[src/phy_power_save_consts.vh]
`ifndef PHY_POWER_SAVE_CONSTS_VH
`define PHY_POWER_SAVE_CONSTS_VH
// Register index 0x11 is not word aligned; the byte address is four times it
`define PSC_REG_INDEX 8'h11
`define PSC_REG_ADDR 12'h044
`define PSC_STATUS_ADDR 12'h048
// Field positions
`define PSC_CLK_DIS_BIT 15
`define PSC_PS_EN_BIT 14
`define PSC_MODE_HI 13
`define PSC_MODE_LO 12
`define PSC_SCR_BYP_BIT 11
`define PSC_FIFO_HI 9
`define PSC_FIFO_LO 8
`define PSC_COL_FD_BIT 4
// Reset values
`define PSC_MODE_RST 2'h0
`define PSC_FIFO_RST 2'h1
// Mode codes
`define PSC_MODE_NORMAL 2'h0
`define PSC_MODE_PWRDN 2'h1
`define PSC_MODE_ACTIVE 2'h2
`define PSC_MODE_PASSIVE 2'h3
// Link pulse period: 1.4 s in ms, and cycles at 25 ns
`define PSC_NLP_PERIOD_MS 1400
`define PSC_CLK_PERIOD_NS 25
`define PSC_NLP_CYCLES ((`PSC_NLP_PERIOD_MS * 1000000) / `PSC_CLK_PERIOD_NS)
`endif

[src/loopback_fifo.v]
`timescale 1ns/1ps
`include "phy_power_save_consts.vh"
// ------------------------------------------------------------
// Elastic buffer for far-end loopback
// ------------------------------------------------------------
module loopback_fifo #(
  parameter WIDTH = 4,
  parameter DEPTH = 8
) (
  input wire sys_clk_i,
  input wire reset_i,
  input wire [1:0] depth_sel_i,
  input wire wr_en_i,
  input wire [WIDTH-1:0] wr_data_i,
  input wire rd_en_i,
  output reg [WIDTH-1:0] rd_data_o,
  output reg rd_valid_o
);
  reg [WIDTH-1:0] mem_r [0:DEPTH-1];
  reg [2:0] wr_ptr_r;
  reg [2:0] rd_ptr_r;
  reg [3:0] level_r;
  reg started_r;
  reg [3:0] fill_target;
  wire do_wr;
  wire do_rd;
  integer i;

  // Selected depth in nibbles
  always @* begin
    case (depth_sel_i)
      2'h0: fill_target = 4'h4;
      2'h1: fill_target = 4'h5;
      2'h2: fill_target = 4'h6;
      default: fill_target = 4'h8;
    endcase
  end

  assign do_wr = wr_en_i && (level_r < fill_target);
  // Reading starts once the buffer has filled to the selected depth
  assign do_rd = rd_en_i && started_r && (level_r != 4'h0);

  always @(posedge sys_clk_i or posedge reset_i) begin
    if (reset_i) begin
      wr_ptr_r <= 3'h0;
      rd_ptr_r <= 3'h0;
      level_r <= 4'h0;
      started_r <= 1'b0;
      rd_data_o <= {WIDTH{1'b0}};
      rd_valid_o <= 1'b0;
      for (i = 0; i < DEPTH; i = i + 1) begin
        mem_r[i] <= {WIDTH{1'b0}};
      end
    end else begin
      if (do_wr) begin
        mem_r[wr_ptr_r] <= wr_data_i;
        wr_ptr_r <= wr_ptr_r + 3'h1;
      end
      if (do_rd) begin
        rd_data_o <= mem_r[rd_ptr_r];
        rd_ptr_r <= rd_ptr_r + 3'h1;
      end
      rd_valid_o <= do_rd;
      level_r <= level_r + {3'h0, do_wr} - {3'h0, do_rd};
      if (level_r >= fill_target) begin
        started_r <= 1'b1;
      end else if (level_r == 4'h0 && !wr_en_i) begin
        started_r <= 1'b0;
      end
    end
  end
endmodule // loopback_fifo

[src/phy_power_save_control.v]
`timescale 1ns/1ps
`include "phy_power_save_consts.vh"
module phy_power_save_control #(
  parameter NLP_CYCLES = `PSC_NLP_CYCLES
) (
  input wire sys_clk_i,
  input wire reset_i,
  input wire psel,
  input wire penable,
  input wire pwrite,
  input wire [11:0] paddr,
  input wire [31:0] pwdata,
  output reg [31:0] prdata,
  output reg pready,
  output reg pslverr,
  input wire energy_detect_i,
  input wire full_duplex_i,
  input wire collision_raw_i,
  input wire far_end_loopback_i,
  input wire rx_nibble_valid_i,
  input wire [3:0] rx_nibble_i,
  input wire tx_nibble_req_i,
  output reg clocks_off_o,
  output reg analog_power_down_o,
  output reg energy_detect_on_o,
  output reg link_pulse_o,
  output reg scrambler_bypass_o,
  output reg collision_o,
  output reg [3:0] loop_nibble_o,
  output reg loop_nibble_valid_o
);
  // ------------------------------------------------------------
  // Power states, one-hot
  // ------------------------------------------------------------
  localparam ST_RUN = 4'b0001;
  localparam ST_PWRDN = 4'b0010;
  localparam ST_ACTIVE = 4'b0100;
  localparam ST_PASSIVE = 4'b1000;

  reg clk_dis_r;
  reg power_save_enable_r;
  reg [1:0] power_save_mode_select_r;
  reg scr_bypass_r;
  reg [1:0] fifo_depth_r;
  reg full_duplex_collision_enable_r;
  reg [3:0] state_r;
  reg [3:0] state_nxt;
  reg wake_on_link_r;
  reg [31:0] nlp_cnt_r;
  reg [15:0] reg_value;
  reg [31:0] rd_value;
  wire [3:0] fifo_data;
  wire fifo_valid;
  wire setup;
  wire wr_ctl;

  assign setup = psel && !penable;
  assign wr_ctl = psel && penable && pready && pwrite && (paddr == `PSC_REG_ADDR);

  // ------------------------------------------------------------
  // Register read value
  // ------------------------------------------------------------
  always @* begin
    reg_value = 16'h0000;
    reg_value[`PSC_CLK_DIS_BIT] = clk_dis_r;
    reg_value[`PSC_PS_EN_BIT] = power_save_enable_r;
    reg_value[`PSC_MODE_HI:`PSC_MODE_LO] = power_save_mode_select_r;
    reg_value[`PSC_SCR_BYP_BIT] = scr_bypass_r;
    reg_value[`PSC_FIFO_HI:`PSC_FIFO_LO] = fifo_depth_r;
    reg_value[`PSC_COL_FD_BIT] = full_duplex_collision_enable_r;
  end

  always @* begin
    rd_value = 32'h00000000;
    if (paddr == `PSC_REG_ADDR) begin
      rd_value = {16'h0000, reg_value};
    end else if (paddr == `PSC_STATUS_ADDR) begin
      rd_value = {27'h0000000, wake_on_link_r, state_r};
    end
  end

  // ------------------------------------------------------------
  // APB slave: no wait states, error on unmapped address
  // ------------------------------------------------------------
  always @(posedge sys_clk_i or posedge reset_i) begin
    if (reset_i) begin
      pready <= 1'b0;
      pslverr <= 1'b0;
      prdata <= 32'h00000000;
    end else begin
      pready <= setup;
      pslverr <= setup && (paddr != `PSC_REG_ADDR) && (paddr != `PSC_STATUS_ADDR);
      if (setup && !pwrite) begin
        prdata <= rd_value;
      end
    end
  end

  // ------------------------------------------------------------
  // Control register
  // ------------------------------------------------------------
  always @(posedge sys_clk_i or posedge reset_i) begin
    if (reset_i) begin
      clk_dis_r <= 1'b0;
      power_save_enable_r <= 1'b0;
      power_save_mode_select_r <= `PSC_MODE_RST;
      scr_bypass_r <= 1'b0;
      fifo_depth_r <= `PSC_FIFO_RST;
      full_duplex_collision_enable_r <= 1'b0;
    end else if (wr_ctl) begin
      clk_dis_r <= pwdata[`PSC_CLK_DIS_BIT];
      power_save_enable_r <= pwdata[`PSC_PS_EN_BIT];
      power_save_mode_select_r <= pwdata[`PSC_MODE_HI:`PSC_MODE_LO];
      scr_bypass_r <= pwdata[`PSC_SCR_BYP_BIT];
      fifo_depth_r <= pwdata[`PSC_FIFO_HI:`PSC_FIFO_LO];
      full_duplex_collision_enable_r <= pwdata[`PSC_COL_FD_BIT];
    end else if (state_r == ST_RUN && wake_on_link_r) begin
      // Leaving sleep clears the enable so the device stays awake
      power_save_enable_r <= 1'b0;
    end
  end

  // ------------------------------------------------------------
  // Power state machine
  // ------------------------------------------------------------
  always @* begin
    state_nxt = ST_RUN;
    if (power_save_enable_r) begin
      case (power_save_mode_select_r)
        `PSC_MODE_PWRDN: state_nxt = ST_PWRDN;
        `PSC_MODE_ACTIVE: state_nxt = ST_ACTIVE;
        `PSC_MODE_PASSIVE: state_nxt = ST_PASSIVE;
        default: state_nxt = ST_RUN;
      endcase
    end
    case (state_r)
      ST_ACTIVE, ST_PASSIVE: begin
        if (energy_detect_i) begin
          state_nxt = ST_RUN;
        end
      end
      default: begin
      end
    endcase
  end

  always @(posedge sys_clk_i or posedge reset_i) begin
    if (reset_i) begin
      state_r <= ST_RUN;
      wake_on_link_r <= 1'b0;
    end else begin
      if (wr_ctl) begin
        state_r <= ST_RUN;
        wake_on_link_r <= 1'b0;
      end else if (wake_on_link_r) begin
        state_r <= ST_RUN;
        wake_on_link_r <= 1'b0;
      end else begin
        state_r <= state_nxt;
        wake_on_link_r <= (state_r == ST_ACTIVE || state_r == ST_PASSIVE) && energy_detect_i;
      end
    end
  end

  // ------------------------------------------------------------
  // Link pulse timer and power outputs
  // ------------------------------------------------------------
  always @(posedge sys_clk_i or posedge reset_i) begin
    if (reset_i) begin
      nlp_cnt_r <= 32'h00000000;
      link_pulse_o <= 1'b0;
      clocks_off_o <= 1'b0;
      analog_power_down_o <= 1'b0;
      energy_detect_on_o <= 1'b0;
      scrambler_bypass_o <= 1'b0;
      collision_o <= 1'b0;
    end else begin
      link_pulse_o <= 1'b0;
      if (state_r != ST_ACTIVE) begin
        nlp_cnt_r <= 32'h00000000;
      end else if (nlp_cnt_r == NLP_CYCLES - 1) begin
        nlp_cnt_r <= 32'h00000000;
        link_pulse_o <= 1'b1;
      end else begin
        nlp_cnt_r <= nlp_cnt_r + 32'h00000001;
      end
      clocks_off_o <= clk_dis_r && (state_r == ST_PWRDN);
      analog_power_down_o <= (state_r != ST_RUN);
      energy_detect_on_o <= (state_r == ST_ACTIVE) || (state_r == ST_PASSIVE);
      scrambler_bypass_o <= scr_bypass_r;
      collision_o <= collision_raw_i && (!full_duplex_i || full_duplex_collision_enable_r);
    end
  end

  // ------------------------------------------------------------
  // Far-end loopback path
  // ------------------------------------------------------------
  loopback_fifo #(
    .WIDTH(4),
    .DEPTH(8)
  ) u_loop_fifo (
    .sys_clk_i(sys_clk_i),
    .reset_i(reset_i),
    .depth_sel_i(fifo_depth_r),
    .wr_en_i(far_end_loopback_i && rx_nibble_valid_i),
    .wr_data_i(rx_nibble_i),
    .rd_en_i(far_end_loopback_i && tx_nibble_req_i),
    .rd_data_o(fifo_data),
    .rd_valid_o(fifo_valid)
  );

  always @(posedge sys_clk_i or posedge reset_i) begin
    if (reset_i) begin
      loop_nibble_o <= 4'h0;
      loop_nibble_valid_o <= 1'b0;
    end else begin
      loop_nibble_o <= fifo_data;
      loop_nibble_valid_o <= fifo_valid;
    end
  end
endmodule // phy_power_save_control

[config.mk]
export PLATFORM = sky130hd
export DESIGN_NAME = phy_power_save_control
export DESIGN_NICKNAME = d
export VERILOG_FILES = /design/src/loopback_fifo.v /design/src/phy_power_save_control.v
export VERILOG_INCLUDE_DIRS = /design/src /design/src/src
export SDC_FILE = /design/constraint.sdc
export NUM_CORES = 1
export LEC_CHECK = 0
export BUFFER_PORTS_ARGS = -buffer_cell sky130_fd_sc_hd__buf_2
export CAP_MARGIN = 10
export CORE_MARGIN = 2
export CORE_UTILIZATION = 45
export DETAILED_ROUTE_END_ITERATION = 6
export PLACE_DENSITY_LB_ADDON = 0.2
export SETUP_SLACK_MARGIN = 0.3
export SLEW_MARGIN = 20
export SYNTH_ARGS = -nofsm -noshare
export SYNTH_HDL_FRONTEND = slang
export SYNTH_SLANG_ARGS = --single-unit
[constraint.sdc]
create_clock -name sys_clk_i -period 6.9 [get_ports sys_clk_i]
set_input_delay 1.725 -clock sys_clk_i [delete_from_list [all_inputs] [get_ports sys_clk_i]]
set_output_delay 1.725 -clock sys_clk_i [all_outputs]
set_load 0.02 [all_outputs]
==> flow_summary.json, run 1 <==
{
  "outcome": "finished clean",
  "hp-class": "reg -> reg",
  "n_antenna_cell": 0,
  "drtIter0Drc": 255,
  "synthCells": 456,
  "synth_xor_area_frac": 0.0511,
  "rsz0062_at_grt": "false",
  "fmax_ghz": 0.318,
  "cts.reportedPaths.clkPinSlew_ns": 0.05,
  "hold_ws_ns": 0.348,
  "layout_commonest_cell": "dfrtp_1",
  "fillCellCount": 1058,
  "timing.final.crit_share": 0.455,
  "overflow": 0,
  "synth_top_family_by_area": "simple AND/OR/NAND/NOR gates",
  "grt_pass1_vias": 3640,
  "async_reset_ff_frac": 1.00,
  "swShare": 0.270,
  "pwr-share-seq": 0.432,
  "top_level_ports": 104,
  "dr.pass1.iters": 5,
  "post-route-util": 0.538,
  "end_kind": "flip-flop",
  "ff2ff_path_depth": 7,
  "die_h_um": 114,
  "cts_root_buf": "clkbuf_16",
  "core_region_area_mm2": 0.0120,
  "wirelength_um": 10500,
  "leakagePower_uw": 0.00302,
  "r2r-start": "fifo_depth_r[0]",
  "internal-power_uw": 1510,
  "place_ws_ns": 3.32,
  "setup_tns_ns": 0,
  "cp-endpoint": "state_r[3]",
  "synth_edf_count": 0,
  "grt_max_degree": 83,
  "irDropWorstVdd_mv": 0.218,
  "synth-seq-cells": 118,
  "port_buffers": 59,
  "max-slew-margin-rel": 0.394,
  "syn_area_per_cell_um2": 12.0,
  "worstPathRequired_ns": 7.20,
  "dp_hpwl_um": 7320,
  "rrSetupSlack_ns": 4.26,
  "min_period_ns": 3.14,
  "grt_util_all_layers": 0.176,
  "fin_worst_skew_ns": 0.00648,
  "die_area_mm2": 0.0131,
  "hold_buffers": 0,
  "setup_viol": 0,
  "post_cts_buffers": 0,
  "nets": 593,
  "startpoint": "paddr[1]",
  "final_cell_mix": "dfrtp_1, buf_2, nor2_1",
  "post_drt_wl_per_cell_um": 15.4,
  "switching_power_uw": 561,
  "grt_antenna_before_repair": 0,
  "rows": 40,
  "power.share.clock": 0.405,
  "synth_area_mm2": 0.00548,
  "via_per_inst": 5.35,
  "crit_arrival_ns": 3.44,
  "fin_ws_ns": 3.76,
  "tightest_slew_ns": 0.902,
  "num_vias": 3649,
  "ant_nets": 0,
  "cts_num_sinks": 118,
  "combinationalPowerShare": 0.163,
  "yosys.cell_types.count": 51,
  "tritoncts": "done",
  "start_kind": "input port",
  "gp_congestion": 0.819,
  "grt_pass1_wl_um": 17600,
  "synthMuxAreaShare": 0.126,
  "crit_type": "in -> reg",
  "drv_cap": 0,
  "hold_viol": 0,
  "start_util": 0.458,
  "layout-drive-gt1-share": 0.273,
  "synth_ff_type": "dfrtp_1",
  "cp_max_fo": 11,
  "p_per_area_mw_per_mm2": 323,
  "cts_buffer_depth": 2,
  "reg2reg_to": "u_loop_fifo.mem_r[15]",
  "syn_to_final_growth_pct": 17.4,
  "cts_resized": 0,
  "synth-compound-area-share": 0.0573,
  "drv_slew": 0,
  "htree_levels": 4,
  "die_w_um": 114,
  "drc": 0,
  "ys_warn_count": 0,
  "synth.yosys.seq_area_share": 0.539,
  "synthAdderAreaFrac": 0.0265,
  "cts_buffers": 17,
  "clk_latency_ns": 0.41,
  "synth_simple_gate_area_frac": 0.153
}
## stage by stage
| step | area [µm²] | total power, µW | cells |
|---|---|---|---|
| finish | 6430 | 2080 | 682 |
| global route | 6430 | 2190 | 682 |
| CTS | 6420 | 2100 | 682 |
| detailed placement | 5850 | 1250 | 651 |
| global placement | 5850 | 1230 | 651 |
| floorplan | 5550 | 1170 | 475 |
## power by group through the flow
stage               logic (µW)  registers, µW  clock network, µW
floorplan                  299            868                  0
global placement           330            904                  0
detailed placement         343            908                  0
CTS                        345            897                857
global route               383            912                891
finish                     339            895                841
## kinds of logic (layout without fill, tap and decap cells)
logic type                 after synthesis  count (layout)
DFF                                    118             118
xor gates and xnor gates                32              32
AOI/OAI and AO/OA                       42              42
muxes                                   54              54
buffers and inverters                   46             106
other                                    1              20
adders and majority gates               11              11
and+or+nand+nor                        152             152
## Yosys cell counts (all sizes together) (2+ instances only)
library cell	instances	area share
dfrtp	116	0.53
xnor2	11	0.018
nor3	8	0.0073
nor3b	4	0.0055
inv	14	0.0096
and4	7	0.011
nor4	8	0.0091
nand4	12	0.014
nor4b	4	0.0087
mux2	41	0.084
o211ai	2	0.0027
dfstp	2	0.0096
a22o	11	0.018
nand2b	5	0.0057
mux4	8	0.033
nor2	40	0.027
ha	10	0.023
mux2i	5	0.0091
nand3	17	0.016
or3	4	0.0046
or4b	3	0.0062
clkbuf	9	0.0062
a31oi	4	0.0046
nor2b	4	0.0059
xor2	21	0.034
and3	8	0.0091
buf	23	0.030
a21oi	8	0.0073
o31ai	2	0.0053
nand2	23	0.016
o21ai	10	0.0091
## routing by layer
metal | vias to the layer above | track usage | wire length (µm) | share of wire
met1 | 1832 | 0.221 | 4770 | 0.45
met3 | 16 | 0.0535 | 375 | 0.036
li1 | 1730 | - | - | -
met5 | - | 0 | 0 | 0
met2 | 71 | 0.283 | 5200 | 0.49
met4 | 0 | 0.0789 | 169 | 0.016
## sequential cells by signal (all words and copies together), names as in the netlist, 2 cells and up
| register | cells |
|---|---|
| u_loop_fifo.level_r | 4 |
| u_loop_fifo.mem_r | 32 |
| u_loop_fifo.rd_ptr_r | 3 |
| state_r | 4 |
| u_loop_fifo.rd_data_o | 4 |
| loop_nibble_o | 4 |
| nlp_cnt_r | 32 |
| fifo_depth_r | 2 |
| prdata | 12 |
| u_loop_fifo.wr_ptr_r | 3 |
| power_save_mode_select_r | 2 |
## worst max-delay path, cell delays in order
cell      delay, ns
buf_2          0.10
nor4_1         0.25
nand4b_1       0.22
or3_1          0.66
and4_1         0.31
and3_1         0.17
## layout make-up
class | count | area [µm²] | share of cell area
Inverter | 14 | 57.6 | 0.00895
Tap cell | 147 | 184 | 0.0286
Timing Repair Buffer | 61 | 310 | 0.0482
Clock buffer | 21 | 460 | 0.0716
Multi-Input combinational cell | 311 | 2360 | 0.367
Sequential cell | 118 | 2960 | 0.460
Clock inverter | 10 | 105 | 0.0163
## worst min path at each step
stage | from | end | slack, ns | cells past startpoint
after floorplan | u_loop_fifo.rd_valid_o | loop_nibble_valid_o | 0.33 | 0
after global placement | u_loop_fifo.rd_valid_o | loop_nibble_valid_o | 0.34 | 0
after detailed placement | u_loop_fifo.rd_valid_o | loop_nibble_valid_o | 0.34 | 0
after CTS | u_loop_fifo.rd_valid_o | loop_nibble_valid_o | 0.35 | 0
after global routing | u_loop_fifo.rd_valid_o | loop_nibble_valid_o | 0.37 | 0
final | u_loop_fifo.rd_valid_o | loop_nibble_valid_o | 0.35 | 0
Note: power is estimated with default switching activity, not from simulation.
==> inputs of run 2 (changes only) <==
- ABC_AREA: not set -> 1
- clock period: 6.9 -> 2.56 ns (I/O delays scaled with it)
==> run 2 against run 1 <==
Compared with the run above: synthesized cell count up 74%; hold slack worse by 0.0027 ns; cell count up 55%; clock power rose to 3.0 times the previous value; flip-flop and latch count unchanged; combinational power rose to 4.0 times the previous value; setup slack worse by 3.3 ns; sequential power rose to 2.8 times the previous value; critical path type is now reg -> reg; largest power group is now clock.
==> flow_summary.json, run 2 <==
{
  "outcome": "finished clean",
  "synth.yosys.seq_area_share": 0.488,
  "synth_top_area_frac": 0.479,
  "crit_arrival_ns": 2.36,
  "grt_pass1_wl_um": 23000,
  "die_w_um": 120,
  "syn_area_per_cell_um2": 7.62,
  "largest_registers": "nlp_cnt_r (32), u_loop_fifo.mem_r (32), prdata (12)",
  "drv_cap": 0,
  "tightest_slew_ns": 0.631,
  "fmax_ghz": 0.483,
  "grt_pass1_vias": 4729,
  "drv_slew": 0,
  "synth_area_mm2": 0.00606,
  "cts_root_buf": "clkbuf_16",
  "rows": 42,
  "fin_worst_skew_ns": 0.0102,
  "hp-class": "reg -> reg",
  "hold_buffers": 0,
  "p_per_area_mw_per_mm2": 895,
  "gp_congestion": 0.905,
  "htree_levels": 4,
  "rsz0062_at_grt": "false",
  "synth_edf_count": 0,
  "cts_buffers": 17,
  "post_cts_buffers": 0,
  "fillCellCount": 1296,
  "end_kind": "flip-flop",
  "crit_type": "reg -> reg",
  "n_antenna_cell": 0,
  "syn_to_final_growth_pct": 17.5,
  "ant_nets": 0,
  "yosys-top-cells-count": "nand2_1, nor2_1, dfrtp_1",
  "grt_util_all_layers": 0.205,
  "cts_buffer_depth": 2,
  "nets": 935,
  "globalRouteMet2Util": 0.328,
  "setup_tns_ns": 0,
  "grt_max_degree": 119,
  "place_ws_ns": 0.383,
  "grt_antenna_before_repair": 0,
  "irDropWorstVdd_mv": 0.496,
  "num_vias": 4978,
  "multiInputGateArea_mm2": 0.00265,
  "synth_most_common_cell": "nand2_1",
  "synth-seq-cells": 118,
  "dr.pass1.iters": 5,
  "clk_latency_ns": 0.42,
  "start_kind": "flip-flop",
  "synthCells": 795,
  "setup_viol": 0,
  "core_region_area_mm2": 0.0132,
  "met3_usage": 0.0433,
  "die_h_um": 120,
  "synth_ff_type": "dfrtp_1",
  "yosysTopAreaCell": "dfrtp_1",
  "async_reset_ff_frac": 1.00,
  "drtIter0Drc": 361,
  "leakagePower_uw": 0.00349,
  "grtUsageMet1": 0.275,
  "post_drt_wl_per_cell_um": 12.9,
  "hold_viol": 0,
  "port_buffers": 59,
  "seqCellArea_mm2": 0.00296,
  "layout-drive-gt1-share": 0.134,
  "cts_num_sinks": 118,
  "fin_ws_ns": 0.489,
  "tritoncts": "done",
  "top_usage_layer": "met2",
  "overflow": 0,
  "yosys.cell_types.count": 36,
  "max-slew-margin-rel": 0.579,
  "ys_warn_count": 0,
  "layout_commonest_cell": "nand2_1",
  "die_area_mm2": 0.0144,
  "cts_resized": 0,
  "wirelength_um": 13600,
  "min_period_ns": 2.07,
  "cp_max_fo": 4,
  "dp_hpwl_um": 9590,
  "drc": 0,
  "start_util": 0.459,
  "top_level_ports": 104,
  "via_per_inst": 4.72,
  "final_cell_mix": "nand2_1, nor2_1, dfrtp_1",
  "cts.reportedPaths.clkPinSlew_ns": 0.05,
  "synth_area_leaders": "dfrtp_1, nand2_1, nor2_1, inv_1, nand3_1",
  "worstPathRequired_ns": 2.85,
  "timing.final.crit_share": 0.809
}
[run 2: cell count changes after synthesis, moves of 7 or more]
cell	before	now
mux2_2	33	0
xor2_1	21	9
nor2_1	40	148
nand3_1	17	44
nand2_1	23	270
nor4_1	8	1
mux2_1	8	0
and4_1	7	0
a22o_1	11	0
inv_1	14	73
mux4_2	8	0
and3_1	8	0
o21ai_0	9	28
[run 2: path summary, 6_finish.rpt]
| path | from | to | slack, ns | cells after the start |
|---|---|---|---|---|
| worst max-delay path | fifo_depth_r[0] | u_loop_fifo.level_r[1] | 0.49 | 10 |
| worst min-delay path | u_loop_fifo.rd_valid_o | loop_nibble_valid_o | 0.35 | 0 |
| worst max register to register | fifo_depth_r[0] | u_loop_fifo.level_r[1] | 0.49 | 10 |
| worst min register to register | u_loop_fifo.rd_valid_o | loop_nibble_valid_o | 0.35 | 0 |
| max in group asynchronous | reset_i | u_loop_fifo.started_r | 1.69 | 3 |
| min in group asynchronous | reset_i | scr_bypass_r | 0.39 | 3 |
[run 2: area by class of cell]
class	instances	area share
sequential	118	0.415
multi-input combinational	586	0.372
clock buffer	22	0.0694
timing repair buffer	67	0.0517
inverter	75	0.0404
tap	176	0.0309
clock inverter	10	0.0200
[run 2: cell families after synthesis]
family | Yosys count | synth area share
and+or+nand+nor | 492 | 0.332
DFF | 118 | 0.488
buffers and inverters | 110 | 0.0863
AOI/OAI and AO/OA | 47 | 0.0463
xor gates and xnor gates | 16 | 0.0231
adders and majority gates | 11 | 0.0240
other | 1 | 0.000619
[run 2: per-stage QoR]
| step | cells | hold slack, ns | utilization | instance area (µm²) | total power, µW |
|---|---|---|---|---|---|
| floorplan | 814 | 0.331 | - | 6130 | 3540 |
| global placement | 1020 | 0.332 | 0.490 | 6470 | 3870 |
| detailed placement | 1020 | 0.336 | 0.490 | 6470 | 3890 |
| CTS | 1052 | 0.348 | 0.539 | 7100 | 6430 |
| global route | 1054 | 0.360 | 0.540 | 7120 | 6790 |
| finish | 1054 | 0.345 | 0.540 | 7120 | 6370 |
[run 2: layer usage]
metal / vias up / share of wire
li1: 2572 / -
met1: 2283 / 0.47
met2: 106 / 0.47
met3: 17 / 0.041
met4: 0 / 0.015
met5: - / 0
[run 2: power by group]
group	switching [µW]	internal (µW)
Combinational	874	499
Sequential	255	2230
Clock	854	1660
Total	1980	4390
[run 2: worst max-delay path, stage by stage (launching register included)]
cell and delay [ns]:
dfstp_2 0.52, inv_1 0.07, nand2_1 0.07, ha_1 0.23, inv_1 0.06, nor2_1 0.04, o21ai_2 0.17, nand3_4 0.13
inv_4 0.07, ha_1 0.18, fa_1 0.42
==> inputs of run 3 (changes only) <==
- clock period: 2.56 -> 2.1 ns (I/O delays scaled with it)
==> run 3 against run 2 <==
Compared with the run above: combinational power rose by 61%; register-to-register slack got worse by 0.45 ns; wire length rose by 7.8%; flip-flop and latch count did not move; fmax rose by 0.71%; global-route usage rose by 0.89 points; clock-buffer cell count rose by 2.
==> flow_summary.json, run 3 (synthesis results as in run 2) <==
{
  "hp-class": "in -> async",
  "layout-drive-gt1-share": 0.201,
  "critical_path.top_delay_family": "adder cells",
  "nets": 964,
  "start_kind": "flip-flop",
  "tightest_slew_ns": 0.622,
  "cp_num_buf_inv": 3,
  "die_h_um": 120,
  "cts_buffers": 17,
  "overflow": 0,
  "irDropWorstVdd_mv": 0.775,
  "cts_num_sinks": 118,
  "fin_worst_skew_ns": 0.00849,
  "ff2ff_path_depth": 10,
  "p_per_area_mw_per_mm2": 1090,
  "end_kind": "flip-flop",
  "grt_pass1_wl_um": 23800,
  "cts_root_buf": "clkbuf_16",
  "ant_nets": 0,
  "multiInputGateArea_mm2": 0.00283,
  "drv_cap": 0,
  "outcome": "finished clean",
  "rsz0062_at_grt": "true",
  "hold_ws_ns": 0.289,
  "final_cell_mix": "nand2_1, nor2_1, dfrtp_1",
  "top_level_ports": 104,
  "die_w_um": 120,
  "dr.pass1.iters": 5,
  "syn_to_final_growth_pct": 24.9,
  "cts_buffer_depth": 2,
  "wirelength_um": 14600,
  "gp_congestion": 0.913,
  "power_uw": 8240,
  "die_area_mm2": 0.0144,
  "fillCellCount": 1214,
  "rows": 42,
  "num_vias": 5180,
  "leakagePower_uw": 0.00367,
  "fmax_ghz": 0.486,
  "crit_path_cell_trace": "inv_2 > nand2_2 > ha_4 > inv_4 > nor2_4 > o21ai_4 > nand3_4 > clkinv_4 > ha_4 > fa_2",
  "layout_commonest_cell": "nand2_1",
  "largest_registers": "nlp_cnt_r (32), u_loop_fifo.mem_r (32), prdata (12)",
  "max-slew-margin-rel": 0.586,
  "setup_viol": 0,
  "slowest_delay_ns": 0.53,
  "tritoncts": "done",
  "cts.reportedPaths.clkPinSlew_ns": 0.05,
  "reg2reg_to": "u_loop_fifo.level_r[1]",
  "cpMaxStageDelayCell": "dfstp_2",
  "hold_viol": 0,
  "grt_antenna_before_repair": 0,
  "dp_hpwl_um": 9800,
  "grt_util_all_layers": 0.214,
  "rrSetupSlack_ns": 0.04,
  "grt_max_degree": 119,
  "start_util": 0.459,
  "place_ws_ns": 0.0332,
  "htree_levels": 4,
  "seqCellArea_mm2": 0.00296,
  "worstPathRequired_ns": 2.39,
  "port_buffers": 59,
  "grt_pass1_vias": 4965,
  "cp_max_fo": 3,
  "min_period_ns": 2.06,
  "crit_path_frequent_cell": "ha_4",
  "timing.final.crit_share": 0.979,
  "crit_arrival_ns": 2.35,
  "drv_slew": 0,
  "clk_latency_ns": 0.42,
  "n_antenna_cell": 0,
  "drtIter0Drc": 356,
  "via_per_inst": 4.78,
  "core_region_area_mm2": 0.0132,
  "fin_ws_ns": 0.0432,
  "crit_type": "reg -> reg",
  "r2r-start": "fifo_depth_r[0]",
  "drc": 0,
  "post_drt_wl_per_cell_um": 13.5
}
run 3: changes by cell type in the layout (fill, tap and decap cells not counted), sizes merged:
cell and delta:
inv -2, buf +28, clkinv +1, clkbuf +3
clkinvlp -1
run 3: through the flow:
step,util,area (µm²),cells,setup TNS [ns]
2_1_floorplan,-,6140,814,-0.0340
3_3_place_gp,0.496,6540,1028,0
3_5_place_dp,0.496,6540,1028,0
4_1_cts,0.553,7290,1073,0
5_1_grt,0.573,7560,1083,-0.0339
6_report,0.573,7560,1083,0
run 3: area by class of cell:
class,count,area share
Multi-Input combinational cell,586,0.375
Timing Repair Buffer,96,0.0868
Clock inverter,8,0.0162
Clock buffer,24,0.0637
Tap cell,176,0.0291
Sequential cell,118,0.391
Inverter,75,0.0387
run 3: where the power goes:
group,total (µW),leakage (µW),internal [µW],switching (µW)
sequential,3040,0.00155,2720,320
combinational,2210,0.00183,897,1310
clock,2990,0.000286,1950,1030
total,8240,0.00367,5570,2670
run 3: layer usage:
layer  track usage  share of wire  vias to the layer above
li1              -              -                     2629
met1         0.276           0.45                     2417
met2         0.341           0.49                      110
met3        0.0561          0.037                       24
met4        0.0897          0.018                        0
met5             0              0                        -
run 3: how the worst max path moves through the flow:
| stage | startpoint | endpoint | slack (ns) | depth (start not counted) |
|---|---|---|---|---|
| 2_1_floorplan | fifo_depth_r[0] | u_loop_fifo.level_r[1] | -0.03 | 11 |
| 3_3_place_gp | fifo_depth_r[0] | u_loop_fifo.level_r[1] | 0.08 | 10 |
| 3_5_place_dp | fifo_depth_r[0] | u_loop_fifo.level_r[1] | 0.03 | 10 |
| 4_1_cts | fifo_depth_r[0] | u_loop_fifo.level_r[1] | 0.09 | 10 |
| 5_1_grt | fifo_depth_r[0] | u_loop_fifo.level_r[1] | -0.03 | 10 |
| 6_report | fifo_depth_r[0] | u_loop_fifo.level_r[1] | 0.04 | 10 |
run 3: worst register-to-register path, stage by stage, from the launching register on:
cell	delay [ns]
dfstp_2	0.53
inv_2	0.05
nand2_2	0.08
ha_4	0.22
inv_4	0.05
nor2_4	0.04
o21ai_4	0.18
nand3_4	0.12
clkinv_4	0.08
ha_4	0.14
fa_2	0.43
run 3: timing repair:
action                                  in CTS  in global routing
hold buffers                                 0                  0
buffers inserted                            13                  9
gates cloned                                 0                  1
endpoints found under the setup margin      35                 55
pin swaps                                    3                 15
gates resized for setup                     15                 52
